`config.mk`:
```
export PLATFORM = sky130hd
export DESIGN_NAME = regulator_watchdog_supervisor
export DESIGN_NICKNAME = d
export VERILOG_FILES = /design/src/pkg/supervisor_pkg.sv /design/src/verilog/kick_edge_detect.sv /design/src/verilog/switch_clock.sv /design/src/verilog/regulator_watchdog_supervisor.sv
export SDC_FILE = /design/constraint.sdc
export NUM_CORES = 1
export LEC_CHECK = 0
export ABC_AREA = 0
export BUFFER_PORTS_ARGS = -buffer_cell sky130_fd_sc_hd__buf_2
export CAP_MARGIN = 20
export CORE_MARGIN = 1.5
export CORE_UTILIZATION = 40
export CTS_BUF_LIST = sky130_fd_sc_hd__clkbuf_4
export DETAILED_ROUTE_END_ITERATION = 6
export HOLD_SLACK_MARGIN = 0.15
export PLACE_DENSITY_LB_ADDON = 0.15
export RECOVER_POWER = 100
export REMOVE_ABC_BUFFERS = 1
export SLEW_MARGIN = 20
export SYNTH_ARGS = -nofsm -noshare
export SYNTH_HDL_FRONTEND = slang
export SYNTH_SLANG_ARGS = --single-unit
```
`constraint.sdc`:
```
create_clock -name sys_clk -period 2.6 [get_ports sys_clk]
set_input_delay 0.52 -clock sys_clk [delete_from_list [all_inputs] [get_ports sys_clk]]
set_output_delay 0.52 -clock sys_clk [all_outputs]
set_load 0.01 [all_outputs]
```
`src/pkg/supervisor_pkg.sv`:
```
package supervisor_pkg;

  // ****************************************
  // timing
  // ****************************************
  localparam int CLK_PERIOD_NS     = 8;
  // default internal oscillator period, nothing external programs it here
  localparam int SWITCH_PERIOD_NS  = 2000;
  localparam int SWITCH_PERIOD_CYC = SWITCH_PERIOD_NS / CLK_PERIOD_NS;
  localparam int DESYNC_DELAY_NS   = 16000;
  localparam int DESYNC_DELAY_CYC  =
    (DESYNC_DELAY_NS + CLK_PERIOD_NS - 1) / CLK_PERIOD_NS;
  localparam int SOFT_START_NS     = 1000000;
  localparam int SOFT_START_CYC    =
    (SOFT_START_NS + CLK_PERIOD_NS - 1) / CLK_PERIOD_NS;

  // ****************************************
  // field widths and reset values
  // ****************************************
  localparam int              DELAY_PROG_W     = 16;
  localparam int              REF_W            = 8;
  localparam logic [REF_W-1:0] REF_RESET       = 8'h00;
  localparam logic [REF_W-1:0] REF_FULL        = 8'hFF;
  // kick timeout ceiling in oscillator periods
  localparam logic [DELAY_PROG_W-1:0] KICK_TIMEOUT_CAP = 16'h0400;

  // ****************************************
  // state encodings
  // ****************************************
  typedef enum logic [2:0] {
    PWR_STANDBY    = 3'b000,
    PWR_LDO_UP     = 3'b001,
    PWR_SOFT_START = 3'b011,
    PWR_RUN        = 3'b010,
    PWR_LATCHED    = 3'b110
  } power_state_e;

  typedef enum logic [1:0] {
    WD_IDLE = 2'b00,
    WD_POR  = 2'b01,
    WD_BOOT = 2'b11,
    WD_KICK = 2'b10
  } watch_state_e;

endpackage

```
`src/verilog/kick_edge_detect.sv`:
```
module kick_edge_detect (
  // clock and reset
  input  wire logic sys_clk,
  input  wire logic rst,
  input  wire logic clk_en,
  // raw kick level
  input  wire logic kick_input,
  // one-cycle pulse on a falling edge
  output logic      kick_fall
);

  logic kick_meta;
  logic kick_sync;
  logic kick_prev;

  // ****************************************
  // two-stage synchroniser, edge taken after it
  // ****************************************
  always_ff @(posedge sys_clk) begin
    if (rst) begin
      kick_meta <= 1'b1;
      kick_sync <= 1'b1;
      kick_prev <= 1'b1;
      kick_fall <= 1'b0;
    end else if (clk_en) begin
      kick_meta <= kick_input; // RULE22
      kick_sync <= kick_meta;  // RULE22
      kick_prev <= kick_sync;
      kick_fall <= kick_prev & ~kick_sync;
    end
  end

endmodule // kick_edge_detect

```
`src/verilog/switch_clock.sv`:
```
module switch_clock #(
  parameter int PERIOD = supervisor_pkg::SWITCH_PERIOD_CYC,
  parameter int DESYNC = supervisor_pkg::DESYNC_DELAY_CYC
) (
  // clock and reset
  input  wire logic sys_clk,
  input  wire logic rst,
  input  wire logic clk_en,
  // external synchronisation level
  input  wire logic sync_input,
  // switching period start and lock status
  output logic      tick,
  output logic      locked
);

  localparam int PW = $clog2(PERIOD);
  localparam int DW = $clog2(DESYNC);

  logic          sync_prev;
  logic [PW-1:0] period_cnt;
  logic [DW-1:0] desync_cnt;
  logic          sync_rise;

  if (PERIOD < 2 || DESYNC < 2) begin : g_check
    $error("switch_clock: PERIOD and DESYNC must be at least 2");
  end

  assign sync_rise = sync_input & ~sync_prev;

  // ****************************************
  // free-running period, overridden by sync edges
  // ****************************************
  always_ff @(posedge sys_clk) begin
    if (rst) begin
      sync_prev  <= 1'b0;
      period_cnt <= '0;
      desync_cnt <= '0;
      tick       <= 1'b0;
      locked     <= 1'b0;
    end else if (clk_en) begin
      sync_prev <= sync_input;
      if (sync_rise) begin
        // turn-on lands on the clock's rising edge
        tick       <= 1'b1; // RULE4
        locked     <= 1'b1;
        period_cnt <= '0;
        desync_cnt <= '0;
      end else begin
        tick <= ~locked && (period_cnt == PW'(PERIOD - 1));
        if (period_cnt == PW'(PERIOD - 1))
          period_cnt <= '0;
        else
          period_cnt <= period_cnt + 1'b1;
        if (locked) begin
          // a stuck level, high or low, drops back to the own period
          if (desync_cnt == DW'(DESYNC - 1)) begin
            locked     <= 1'b0; // RULE5
            period_cnt <= '0;
          end else begin
            desync_cnt <= desync_cnt + 1'b1;
          end
        end
      end
    end
  end

endmodule // switch_clock

```
`src/verilog/regulator_watchdog_supervisor.sv`:
```
// Behaviour
// RULE1 - soft-start waits for input start, enable high and one linear good
// RULE2 - linear good pulled low while gate regulator is below its stop level
// RULE3 - soft-start after enable, no faults, linear up; reference ramps
// RULE4 - with external sync, switch turn-on aligns to its rising edge
// RULE5 - stuck sync level returns to own frequency after desync delay
// RULE6 - sense below low threshold: reset low, all watchdog timers reinit
// RULE7 - sense above high threshold starts the power-on hold timer
// RULE8 - sense low after soft-start with enable low shuts device off
// RULE9 - switch turns off in any cycle when current exceeds limit
// RULE10 - sense short after soft-start latches off until enable toggles
// RULE11 - power-on hold starts in regulation, reset held low throughout
// RULE12 - hold expiry enters boot grace and releases reset
// RULE13 - after boot, each kick falling edge restarts the kick timeout
// RULE14 - timeout with enable high: reset low, hold again, outputs run
// RULE15 - timeout with enable low: reset low, all off, standby
// RULE16 - host kicks faster than the minimum kick timeout
// RULE17 - after faults clear, hold and boot run before kick watching
// RULE18 - kick timeout capped in oscillator periods for open resistor
// RULE19 - enable low ignored from linear good until soft-start ends
// RULE20 - overvoltage: reset low, no switching, soft-start reset, LDOs off
// RULE21 - enable low at start: standby, all off, reset low
// RULE22 - kick synchronised by two flops, delays counted in periods
// RULE23 - reset forced low by UVLO, overvoltage, heat or standby
module regulator_watchdog_supervisor #(
  parameter int SS_CYCLES     = supervisor_pkg::SOFT_START_CYC,
  parameter int SWITCH_PERIOD = supervisor_pkg::SWITCH_PERIOD_CYC,
  parameter int DESYNC_CYCLES = supervisor_pkg::DESYNC_DELAY_CYC,
  parameter int PROG_W        = supervisor_pkg::DELAY_PROG_W
) (
  // clock, reset, clock enable
  input  wire logic              sys_clk,
  input  wire logic              rst,
  input  wire logic              clk_en,
  // input supply and die temperature comparators
  input  wire logic              vin_below_stop,
  input  wire logic              vin_above_start,
  input  wire logic              vin_over_stop,
  input  wire logic              over_temp,
  // enable comparators
  input  wire logic              enable_above_high,
  input  wire logic              enable_below_low,
  // linear regulator comparators
  input  wire logic              gate_regulator_above_start,
  input  wire logic              aux_regulator_above_start,
  input  wire logic              gate_regulator_below_stop,
  // converter output sense comparators
  input  wire logic              output_sense_below_low,
  input  wire logic              output_sense_above_high,
  input  wire logic              output_sense_short,
  // power switch feedback
  input  wire logic              switch_over_limit,
  input  wire logic              duty_end,
  // external clock, host kick, programmed delay
  input  wire logic              sync_input,
  input  wire logic              kick_input,
  input  wire logic [PROG_W-1:0] delay_program_resistor,
  // regulator controls
  output logic                   linear_enable,
  output logic                   switch_gate,
  output logic [supervisor_pkg::REF_W-1:0] soft_start_ref,
  output logic                   soft_start_done,
  output logic                   converter_latched,
  output logic                   sync_locked,
  // open-drain outputs, enable high while pulling low
  output logic                   reset_output_active_low,
  output logic                   reset_output_enable,
  output logic                   linear_good_output,
  output logic                   linear_good_enable
);

  localparam int SS_W  = $clog2(SS_CYCLES);
  localparam int REF_W = supervisor_pkg::REF_W;

  if (SS_CYCLES < 256 || PROG_W < 2) begin : g_check
    $error("supervisor: SS_CYCLES below 256 or PROG_W below 2");
  end

  // ****************************************
  // declarations
  // ****************************************
  supervisor_pkg::power_state_e power_state;
  supervisor_pkg::power_state_e next_power_state;
  supervisor_pkg::watch_state_e watch_state;

  logic              tick;
  logic              kick_fall;
  logic              fault;
  logic              linear_up;
  logic              switching_allowed;
  logic              watch_active;
  logic              kick_expired;
  logic              reset_pull;
  logic              linear_pull;
  logic              en_seen_low;
  logic [SS_W-1:0]   ss_count;
  logic              ss_expired;
  logic [PROG_W-1:0] watch_count;
  logic [PROG_W-1:0] kick_ticks;

  // ****************************************
  // helpers
  // ****************************************
  switch_clock #(
    .PERIOD (SWITCH_PERIOD),
    .DESYNC (DESYNC_CYCLES)
  ) u_switch_clock (
    .sys_clk    (sys_clk),
    .rst        (rst),
    .clk_en     (clk_en),
    .sync_input (sync_input),
    .tick       (tick),
    .locked     (sync_locked)
  );

  kick_edge_detect u_kick_edge (
    .sys_clk    (sys_clk),
    .rst        (rst),
    .clk_en     (clk_en),
    .kick_input (kick_input),
    .kick_fall  (kick_fall)
  );

  // ****************************************
  // condition terms
  // ****************************************
  assign fault      = vin_over_stop | over_temp;
  assign linear_up  = gate_regulator_above_start | aux_regulator_above_start;
  assign ss_expired = (ss_count == SS_W'(SS_CYCLES - 1));

  localparam logic [PROG_W-1:0] KICK_CAP =
    PROG_W'(supervisor_pkg::KICK_TIMEOUT_CAP);

  // an open resistor reads as a huge count; the ceiling bounds it
  assign kick_ticks = (delay_program_resistor > KICK_CAP) ?
                      KICK_CAP : delay_program_resistor; // RULE18

  assign switching_allowed = ~fault & ~vin_below_stop &
    ((power_state == supervisor_pkg::PWR_SOFT_START) |
     (power_state == supervisor_pkg::PWR_RUN)); // RULE20

  assign watch_active = switching_allowed & ~output_sense_below_low;

  assign kick_expired = (watch_state == supervisor_pkg::WD_KICK) &
                        tick & ~kick_fall & (watch_count == '0);

  // ****************************************
  // power sequencing
  // ****************************************
  always_comb begin
    next_power_state = power_state;
    case (power_state)
      supervisor_pkg::PWR_STANDBY: begin
        if (vin_above_start && enable_above_high)
          next_power_state = supervisor_pkg::PWR_LDO_UP;
      end
      supervisor_pkg::PWR_LDO_UP: begin
        if (!fault && linear_up && vin_above_start)
          next_power_state = supervisor_pkg::PWR_SOFT_START; // RULE1 RULE3
        else if (!fault && !linear_up && enable_below_low)
          next_power_state = supervisor_pkg::PWR_STANDBY; // RULE21
      end
      supervisor_pkg::PWR_SOFT_START: begin
        // enable is deliberately not looked at here
        if (fault)
          next_power_state = supervisor_pkg::PWR_LDO_UP; // RULE20
        else if (ss_expired)
          next_power_state = supervisor_pkg::PWR_RUN; // RULE19
      end
      supervisor_pkg::PWR_RUN: begin
        if (fault)
          next_power_state = supervisor_pkg::PWR_LDO_UP; // RULE20
        else if (output_sense_short)
          next_power_state = supervisor_pkg::PWR_LATCHED; // RULE10
        else if (enable_below_low && output_sense_below_low)
          next_power_state = supervisor_pkg::PWR_STANDBY; // RULE8
        else if (enable_below_low && kick_expired)
          next_power_state = supervisor_pkg::PWR_STANDBY; // RULE15
      end
      supervisor_pkg::PWR_LATCHED: begin
        if (en_seen_low && enable_above_high)
          next_power_state = supervisor_pkg::PWR_LDO_UP; // RULE10
      end
      default: next_power_state = supervisor_pkg::PWR_STANDBY;
    endcase
    // losing the input supply also clears the short-circuit latch
    if (vin_below_stop)
      next_power_state = supervisor_pkg::PWR_STANDBY; // RULE10
  end

  always_ff @(posedge sys_clk) begin
    if (rst)
      power_state <= supervisor_pkg::PWR_STANDBY;
    else if (clk_en)
      power_state <= next_power_state;
  end

  always_ff @(posedge sys_clk) begin
    if (rst)
      en_seen_low <= 1'b0;
    else if (clk_en) begin
      if (power_state != supervisor_pkg::PWR_LATCHED)
        en_seen_low <= 1'b0;
      else if (enable_below_low)
        en_seen_low <= 1'b1; // RULE10
    end
  end

  // ****************************************
  // soft-start
  // ****************************************
  always_ff @(posedge sys_clk) begin
    if (rst) begin
      ss_count       <= '0;
      soft_start_ref <= supervisor_pkg::REF_RESET;
    end else if (clk_en) begin
      if (power_state == supervisor_pkg::PWR_SOFT_START && !fault) begin
        if (!ss_expired)
          ss_count <= ss_count + 1'b1;
        soft_start_ref <= ss_count[SS_W-1 -: REF_W]; // RULE3
      end else if (power_state == supervisor_pkg::PWR_RUN) begin
        soft_start_ref <= supervisor_pkg::REF_FULL;
      end else begin
        ss_count       <= '0; // RULE20
        soft_start_ref <= supervisor_pkg::REF_RESET;
      end
    end
  end

  always_ff @(posedge sys_clk) begin
    if (rst) begin
      soft_start_done   <= 1'b0;
      converter_latched <= 1'b0;
      linear_enable     <= 1'b0;
    end else if (clk_en) begin
      soft_start_done   <= (power_state == supervisor_pkg::PWR_RUN);
      converter_latched <= (power_state == supervisor_pkg::PWR_LATCHED);
      linear_enable     <= (power_state != supervisor_pkg::PWR_STANDBY) &
                           ~fault & ~vin_below_stop; // RULE20 RULE21
    end
  end

  // ****************************************
  // power switch
  // ****************************************
  // turn-off beats a period start landing in the same cycle
  always_ff @(posedge sys_clk) begin
    if (rst)
      switch_gate <= 1'b0;
    else if (clk_en) begin
      if (!switching_allowed || switch_over_limit || duty_end ||
          output_sense_short)
        switch_gate <= 1'b0; // RULE9
      else if (tick)
        switch_gate <= 1'b1; // RULE4
    end
  end

  // ****************************************
  // watchdog sequence, counted in oscillator periods
  // ****************************************
  always_ff @(posedge sys_clk) begin
    if (rst) begin
      watch_state <= supervisor_pkg::WD_IDLE;
      watch_count <= '0;
    end else if (clk_en) begin
      if (!watch_active) begin
        watch_state <= supervisor_pkg::WD_IDLE; // RULE6 RULE17
        watch_count <= '0;
      end else begin
        case (watch_state)
          supervisor_pkg::WD_IDLE: begin
            if (output_sense_above_high) begin
              watch_state <= supervisor_pkg::WD_POR; // RULE7 RULE11
              watch_count <= delay_program_resistor;
            end
          end
          supervisor_pkg::WD_POR: begin
            if (tick) begin
              if (watch_count == '0) begin
                watch_state <= supervisor_pkg::WD_BOOT; // RULE12
                watch_count <= delay_program_resistor;
              end else
                watch_count <= watch_count - 1'b1; // RULE22
            end
          end
          supervisor_pkg::WD_BOOT: begin
            if (tick) begin
              if (watch_count == '0) begin
                watch_state <= supervisor_pkg::WD_KICK; // RULE13
                watch_count <= kick_ticks;
              end else
                watch_count <= watch_count - 1'b1;
            end
          end
          supervisor_pkg::WD_KICK: begin
            if (kick_fall)
              watch_count <= kick_ticks; // RULE13 RULE16
            else if (kick_expired) begin
              watch_state <= supervisor_pkg::WD_POR; // RULE14
              watch_count <= delay_program_resistor;
            end else if (tick)
              watch_count <= watch_count - 1'b1;
          end
          default: watch_state <= supervisor_pkg::WD_IDLE;
        endcase
      end
    end
  end

  // ****************************************
  // open-drain outputs
  // ****************************************
  assign reset_pull = vin_below_stop | fault |
    (power_state == supervisor_pkg::PWR_STANDBY) | // RULE23
    (watch_state == supervisor_pkg::WD_IDLE) |
    (watch_state == supervisor_pkg::WD_POR); // RULE11

  assign linear_pull = gate_regulator_below_stop | ~linear_enable; // RULE2

  always_ff @(posedge sys_clk) begin
    if (rst) begin
      reset_output_active_low <= 1'b0;
      reset_output_enable     <= 1'b1;
      linear_good_output      <= 1'b0;
      linear_good_enable      <= 1'b1;
    end else if (clk_en) begin
      reset_output_active_low <= ~reset_pull; // RULE6 RULE12
      reset_output_enable     <= reset_pull;  // RULE23
      linear_good_output      <= ~linear_pull;
      linear_good_enable      <= linear_pull; // RULE2
    end
  end

endmodule // regulator_watchdog_supervisor

```
## After elaboration in Yosys (flattened, before gate mapping)

Index checks and enable logic that the tools add are counted.
Widths: inputs -> output; s select.

| word-level totals | value |
|---|---|
| flip-flop bits (word level) | 81 |
| bits of input ports | 35 |
| output and inout bits | 17 |
| word-level logic and storage cells | 165 |

| operators by class | value |
|---|---|
| add/subtract/negate cells | 4 |
| magnitude comparators | 1 |
| equal/unequal tests | 27 |
| muxes and demuxes | 52 |
| bitwise logic cells | 28 |
| reductions and logical operators | 30 |

Operator list:

| kind | count |
|---|---|
| $mux 16 | 10 |
| $pmux 16 s4 | 1 |
| $mux 17 | 3 |
| $mux 8 | 6 |
| $mux 11 | 3 |
| $mux 3 | 11 |
| $ne 3x3->1 const B | 8 |
| $add 17x1->17 const B | 1 |
| $eq 17x17->1 const B | 1 |
| $gt 16x11->1 const B | 1 |
| $logic_not 16->1 | 1 |
| $mux 2 | 8 |
| $sub 16x1->16 const B | 1 |
| $pmux 3 s5 | 1 |
| $add 11x1->11 const B | 1 |
| $eq 11x11->1 const B | 1 |
| $and 1x1->1 | 10 |
| $logic_and 1x1->1 | 10 |
| $not 1->1 | 10 |
| $add 8x1->8 const B | 1 |
| $eq 8x8->1 const B | 1 |
| $mux 1 | 8 |
| $ne 4x4->1 const B | 2 |
| $or 1x1->1 | 8 |
| 22 further kinds | 34 |

## Depth between registers and ports, before layout

Gate-level depths: netlist of the first run.

| depth | value |
|---|---|
| word-level depth | 11 |
| gate-level depth with buffers | 10 |
| mapped depth without buffers | 8 |

## Hierarchy

Synthesis of the first run repeated with hierarchy kept, for this count alone.

| unflattened totals | value |
|---|---|
| cells, all modules | 594 |
| area total of the unflattened synthesis | 4754.6 µm² |

Modules (own cells, without submodules):

| module | instances | cells each | area an instance (µm²) |
|---|---|---|---|
| regulator_watchdog_supervisor | 1 | 444 | 3422.0 |
| switch_clock | 1 | 137 | 1188.6 |
| kick_edge_detect | 1 | 13 | 143.9 |

## Least setup slack after synthesis of the first run

Ideal clock, no wire load.

| timing path | value |
|---|---|
| path kind | input port to flip-flop |
| from | in vin_below_stop |
| to | reg watch_count[5] |
| library setup time | 77 ps |
| arrival time | 2185 ps |
| data required time | 2523 ps |
| slack | 338 ps |
| stages | 9 |
| path buffers | 3 |
| cell sequence | or3_1 -> buf_2 -> or3_1 -> buf_4 -> nor3_2 -> buf_4 -> o21ai_1 -> a21o_1 -> a41oi_2 |

| on the way | value |
|---|---|
| longest elaborated chain between the ends | 6 |

Ends and longest elaborated chain:

| element | line | source |
|---|---|---|
| from (decl) | regulator_watchdog_supervisor.sv:36 | `input wire logic vin_below_stop,` |
| $not 1->1 * | regulator_watchdog_supervisor.sv:138 | `assign switching_allowed = ~fault & ~vin_below_stop &` |
| $and 1x1->1 * (2 in series) | regulator_watchdog_supervisor.sv:138 |  |
| $and 1x1->1 * | regulator_watchdog_supervisor.sv:142 | `assign watch_active = switching_allowed & ~output_sense_below_low;` |
| $ne 5x3->1 (no source line) (tied with other cells) | - |  |
| $reduce_and 5->1 (no source line) | - |  |
| to (signal assigned) | regulator_watchdog_supervisor.sv:275 | `watch_count <= delay_program_resistor;` |
| to (signal assigned) | regulator_watchdog_supervisor.sv:282 | `watch_count <= delay_program_resistor;` |
| to (signal assigned) | regulator_watchdog_supervisor.sv:284 | `watch_count <= watch_count - 1'b1;` |
| to (decl) | regulator_watchdog_supervisor.sv:98 | `logic [PROG_W-1:0] watch_count;` |

Mark *: on every way between the ends. The rest lies on a longest branch, timed or not.
A chain may end at the register's enable or synchronous reset.

## Worst setup path after layout of the first run

| timing path | value |
|---|---|
| from | reg watch_count[8] |
| to | reg power_state[1] |

| on the way | value |
|---|---|
| longest elaborated chain between the ends | 5 |

Ends and longest elaborated chain:

| element | line | source |
|---|---|---|
| $logic_not 16->1 | regulator_watchdog_supervisor.sv:145 | `tick & ~kick_fall & (watch_count == '0);` |
| $and 1x1->1 | regulator_watchdog_supervisor.sv:145 |  |
| $logic_and 1x1->1 | regulator_watchdog_supervisor.sv:177 | `else if (enable_below_low && kick_expired)` |
| $ne 6x6->1 (no source line) | - |  |
| $reduce_and 6->1 (no source line) | - |  |
| to (signal assigned) | regulator_watchdog_supervisor.sv:193 | `power_state <= supervisor_pkg::PWR_STANDBY;` |
| to (signal assigned) | regulator_watchdog_supervisor.sv:195 | `power_state <= next_power_state;` |
| to (decl) | regulator_watchdog_supervisor.sv:82 | `supervisor_pkg::power_state_e power_state;` |

No other way between the ends.

==> impl_metrics.toml, run 1 <==
[logic_synthesis]
ys_top_cells_by_area = "dfxtp_1, nor2_1, nand2_1, a21oi_1, xor2_1"
mappedNetlistArea_mm2 = 0.00456
synth_top_cell_by_area = "dfxtp_1"
synth_top_family_by_area = "simple AND/OR/NAND/NOR gates"
ys_types = 68
synth_area_per_cell_um2 = 7.95
syn-instance-count = 574
synth_seq_cells = 81
synthSimpleGateAreaFrac = 0.288
yosysWarnings = 0
synth_top_area_frac = 0.355
synth_xor_area_frac = 0.0652
synthFlopType = "dfxtp_1"
synth.yosys.seq_area_share = 0.355
synth_adder_area_share = 0.0137
async_flop_share = 0
synth_mux_area_frac = 0.0156
synth_edf_count = 0
synth-compound-area-share = 0.212

[routing]
wirelength_um = 12400
drc = 0
wl_per_cell_um = 15.8
ant_nets = 0
viasPerCell = 5.65
drtIter0Drc = 207
vias = 4443
dr.pass1.iters = 4

[clock_tree]
clockBufferDepth = 2
clk_latency_ns = 0.44
htree_levels = 3
cts_inserted_buffers = 9
clk_pin_slew_ns = 0.13
cts_setup_buffers = 0
cts_tree = "yes"
cts-root-buf = "clkbuf_4"
cts.hold.buffers_added = 0
cts_resized = 0
cts_sinks = 81

[job]
drv_cap = 0

[hold_path]
min_to = "u_kick_edge.kick_meta"
hp-class = "in2reg"
min_from = "kick_input"
min_path_cells = 3

[sta]
hold_violations = 0
worst_pin_slew_ns = 0.987
period_minus_slack_ns = 2.36
holdWs_ns = 0.303
fmax_ghz = 0.424
relSlewSlack = 0.335
period_share = 0.908
final_max_slew_viol_count = 0
setup_viol = 0
fin_worst_skew_ns = 0.0162
tns_ns = 0
rsz0062_at_grt = "no"

[critical_path]
path_class = "reg2reg"
path_cells = "nor4_1, clkbuf_1, and3_1, nand4_4, a211o_1, or3_1, o211a_1"
critical-path-top-delay-family = "simple AND/OR/NAND/NOR gates"
rr_worst_depth = 7
crit_fanout = 6
cp_data_arrival_time_ns = 2.71
timing.rr.start = "watch_count[8]"
r2r_slack_ns = 0.24
required_ns = 2.95
crit_path_top_delay_cell = "dfxtp_1"
end_kind = "flip-flop"
reg2reg_to = "power_state[1]"
cp-start-kind = "flip-flop"
path_buf_inv = 1
cpPeakStageDelay_ns = 0.40

[pwr]
p_sw_mw = 0.635
p_total_mw = 2.40
ir_drop_mv = 0.328
p_sw_frac = 0.265
p_seq_frac = 0.532
p_comb_frac = 0.108
clkPwrFrac = 0.360
p_int_mw = 1.77
p_leak_nw = 1.86
pwr_density_cell_mw_per_mm2 = 461

[floorplanning]
io-pin-count = 52
chipWidth_um = 110
core_mm2 = 0.0110
initial_core_util = 0.416
dieArea_mm2 = 0.0121
row_count = 38
die_h_um = 110

[global_routing]
met2_usage = 0.368
use_met3 = 0.0676
antenna_found_initial = 1
track_usage = 0.222
use_met1 = 0.265
grt-busiest-layer = "met2"
grt_pass1_wl_um = 20700
grt_overflow = 0
grt_pass1_vias = 4412
grt_max_degree = 19

[cells_and_area]
finalNetCount = 680
multi_input_area_mm2 = 0.00270
final_cell_mix = "dfxtp_1, nor2_1, nand2_1"
drive_gt1_frac = 0.146
syn_to_final_growth_pct = 14.0
final_common_cell = "dfxtp_1"
nFillCells = 1087
regArea_mm2 = 0.00162

[place]
gp_congestion = 0.955
post-dp-hpwl_um = 9290
io_buffers = 51

[run_status]
status = "finished, final reports clean"
[synthesized netlist by cell type (3+ instances only)]
master and number:
xor2_1 18, o211a_1 3, o21ai_0 28, ha_1 5
and2_1 6, nand2_1 62, a21oi_1 42, o211ai_1 6
and3_1 10, buf_2 7, mux2i_1 6, dfxtp_1 81
nand2b_1 4, nor2_1 67, or2_2 3, nor3_1 19
or4_1 6, a221oi_1 8, a21o_1 5, nand3_1 9
nor3b_1 3, or3_1 16, o21a_1 4, a211oi_1 3
a32oi_1 5, nand4_1 14, a31oi_1 8, nand3b_1 5
buf_6 3, nor4_1 7, inv_1 20, clkbuf_1 16
and4_1 4, xnor2_1 16, o21ai_1 12, o22ai_1 3
[flip-flops by register name, summed over array words and instances, names as in the netlist, 2 cells and up]
name and count:
watch_state 2, u_switch_clock.period_cnt 8, soft_start_ref 8, watch_count 16, ss_count 17, power_state 3, u_switch_clock.desync_cnt 11
[metrics by stage]
step | setup slack [ns] | cells | util | instance area, um^2
5_1_grt | 0.0706 | 786 | 0.474 | 5200
3_3_place_gp | 0.0801 | 769 | 0.464 | 5100
4_1_cts | 0.303 | 785 | 0.479 | 5260
3_5_place_dp | 0.0873 | 769 | 0.464 | 5100
2_1_floorplan | 0.199 | 544 | - | 4410
6_report | 0.239 | 786 | 0.474 | 5200
[metal layers]
layer / wire length [um] / vias up
met3: 735 / 23
met2: 5860 / 112
met5: 0 / -
li1: - / 2207
met4: 305 / 0
met1: 5480 / 2101
[worst min-delay path, stage by stage]
cell	delay, ns
buf_2	0.08
mux2i_1	0.06
nand2_1	0.06
[worst max-delay path by stage]
stage	from	endpoint	slack [ns]	depth (start not counted)
global placement	vin_below_stop	watch_count[3]	0.08	7
CTS	watch_count[8]	power_state[1]	0.30	7
detailed placement	vin_below_stop	watch_count[3]	0.09	7
finish	watch_count[8]	power_state[1]	0.24	7
global route	watch_state[0]	watch_count[12]	0.07	6
floorplan	vin_below_stop	watch_count[0]	0.20	6
[power by group through the flow]
stage	Clock, mW	Combinational [mW]	Sequential [mW]
3_3_place_gp	0	0.263	1.30
6_report	0.864	0.259	1.28
2_1_floorplan	0	0.128	1.31
3_5_place_dp	0	0.268	1.30
4_1_cts	0.888	0.269	1.28
5_1_grt	0.944	0.289	1.28
[cells by family (layout without fill, tap and decap cells)]
family                     count (synthesis)  after routing
AOI/OAI and AO/OA                        146            146
and+or+nand+nor                          250            250
other                                      0              1
adders and majority gates                  5              5
xor gates and xnor gates                  34             34
DFF                                       81             81
buffers and inverters                     51            122
muxes                                      7              7
[final cells by class]
| cell class | count | share of cell area |
|---|---|---|
| multi-input combinational | 442 | 0.519 |
| inverter | 21 | 0.0151 |
| timing repair buffer | 85 | 0.0889 |
| tap | 140 | 0.0337 |
| clock buffer | 10 | 0.0144 |
| antenna | 1 | 0.000481 |
| sequential | 81 | 0.312 |
| clock inverter | 6 | 0.0173 |
Power figures use the tool's default switching activity.
==> inputs of run 2 (changes only) <==
- BUFFER_PORTS_ARGS: -buffer_cell sky130_fd_sc_hd__buf_2 -> -buffer_cell sky130_fd_sc_hd__clkbuf_2
==> run 2 against run 1 <==
Compared with the run above:
- maximum frequency fell by 0.67%
- global-route usage is 0.17 points higher
- final cell count is 0.38% lower
- clock-buffer cell count down 1
- design area is 1.1% lower
- critical endpoint is now watch_count[11]
- die area did not move
- hold slack lost 0.016 ns
- clock skew increased by 0.0064 ns
- critical path depth rose by 3
- largest power group unchanged
- sequential share of layout area up 0.33 points
==> impl_metrics.toml, run 2 (synthesis results as in run 1) <==
[global_routing]
grt_pass1_vias = 4304
grt_pass1_wl_um = 20900
antenna_found_initial = 0
track_usage = 0.224
grt_overflow = 0
grt_max_degree = 20

[sta]
period_minus_slack_ns = 2.38
hold_violations = 0
tns_ns = 0
period_share = 0.914
rsz0062_at_grt = "no"
holdWs_ns = 0.287
fmax_ghz = 0.421
final_max_slew_viol_count = 0
relSlewSlack = 0.398
setup_viol = 0
worst_pin_slew_ns = 0.903
fin_worst_skew_ns = 0.0226

[routing]
vias = 4399
viasPerCell = 5.62
drc = 0
wl_met3_um = 636
dr.pass1.iters = 4
wirelength_um = 12600
wl_met2_um = 6020
wl_per_cell_um = 16.1
ant_nets = 0
topRoutingLayerUsed = "met4"
drtIter0Drc = 195
met1_length_um = 5700

[floorplanning]
core_mm2 = 0.0110
chipWidth_um = 110
io-pin-count = 52
dieArea_mm2 = 0.0121
initial_core_util = 0.416
die_h_um = 110
row_count = 38

[job]
drv_cap = 0

[critical_path]
path_cells = "inv_1, ha_1, nor4b_1, and4_1, nand2_1, clkbuf_1, o211ai_1, clkbuf_1, nand2_1, a221oi_1"
path_class = "reg2reg"
end_kind = "flip-flop"
required_ns = 2.98
cp_data_arrival_time_ns = 2.76
cp-start-kind = "flip-flop"
startpoint = "watch_count[0]"
reg2reg_to = "watch_count[11]"
r2r_slack_ns = 0.22
crit_path_top_delay_cell = "dfxtp_1"
rr_worst_depth = 10
crit_fanout = 7
timing.rr.start = "watch_count[0]"
cpPeakStageDelay_ns = 0.39

[pwr]
p_leak_nw = 1.82
pwr_density_cell_mw_per_mm2 = 441
ir_drop_mv = 0.417

[clock_tree]
cts_resized = 0
cts_inserted_buffers = 9
cts-root-buf = "clkbuf_4"
cts_sinks = 81
cts_tree = "yes"
cts.hold.buffers_added = 0
clk_pin_slew_ns = 0.15
clockBufferDepth = 2
clk_latency_ns = 0.46
cts_setup_buffers = 0
htree_levels = 3

[place]
post-dp-hpwl_um = 9390
io_buffers = 51
gp_congestion = 0.885

[cells_and_area]
finalNetCount = 678
regMostFlops = "ss_count"
regArea_mm2 = 0.00162
syn_to_final_growth_pct = 12.8
nFillCells = 1158
top_regs = "ss_count x17, watch_count x16, u_switch_clock.desync_cnt x11"
largest_register_ffs = 17
final_cell_mix = "dfxtp_1, nor2_1, nand2_1"
antenna_cells = 0
multi_input_area_mm2 = 0.00271
final_common_cell = "dfxtp_1"
drive_gt1_frac = 0.142

[hold_path]
hp-class = "in2reg"
min_to = "u_kick_edge.kick_meta"
min_path_cells = 3
min_from = "kick_input"

[run_status]
status = "finished, final reports clean"
==> run 2: area by class of cell <==
type                    count  share of cell area
repair buffers             83              0.0855
well taps                 140              0.0340
inverters                  21              0.0153
clock inverters             7              0.0119
clock buffers               9              0.0131
flip-flops and latches     81               0.315
multi-input cells         442               0.525
==> run 2: report_power, final <==
group          switching [mW]  internal [mW]  leakage, nW
sequential             0.0173           1.26        0.656
clock                   0.515          0.216       0.0707
combinational           0.162         0.0987         1.10
==> run 2: critical path, delay by kind of cell (launching register included) <==
kind / cells / cell delay, ns
AO/OA/AOI/OAI: 2 / 0.48
adder cells (fa/ha/maj): 1 / 0.20
buffers and inverters: 3 / 0.47
flip-flops: 1 / 0.39
AND/OR/NAND/NOR: 4 / 0.78
==> run 2: per-stage QoR <==
| step | std cells | power [mW] | utilization | instance area [um^2] | setup WS [ns] |
|---|---|---|---|---|---|
| floorplan | 544 | 1.44 | - | 4410 | 0.199 |
| global placement | 767 | 1.57 | 0.463 | 5080 | 0.0874 |
| detailed placement | 767 | 1.58 | 0.463 | 5080 | 0.0198 |
| CTS | 783 | 2.31 | 0.475 | 5210 | 0.198 |
| global route | 783 | 2.37 | 0.469 | 5150 | 0.0821 |
| finish | 783 | 2.27 | 0.469 | 5150 | 0.224 |
==> run 2: layer usage <==
metal | vias up | GRT usage
met4 | 0 | 0.0863
li1 | 2209 | -
met2 | 114 | 0.382
met5 | - | 0
met3 | 19 | 0.0462
met1 | 2057 | 0.276
==> run 2: how the worst max path moves through the flow <==
| stage | endpoint | slack (ns) | depth (start not counted) |
|---|---|---|---|
| 6_report | watch_count[11] | 0.22 | 10 |
| 5_1_grt | watch_count[12] | 0.08 | 6 |
| 4_1_cts | watch_count[1] | 0.20 | 8 |
| 3_5_place_dp | watch_count[3] | 0.02 | 7 |
| 3_3_place_gp | watch_count[3] | 0.09 | 7 |
| 2_1_floorplan | watch_count[0] | 0.20 | 6 |
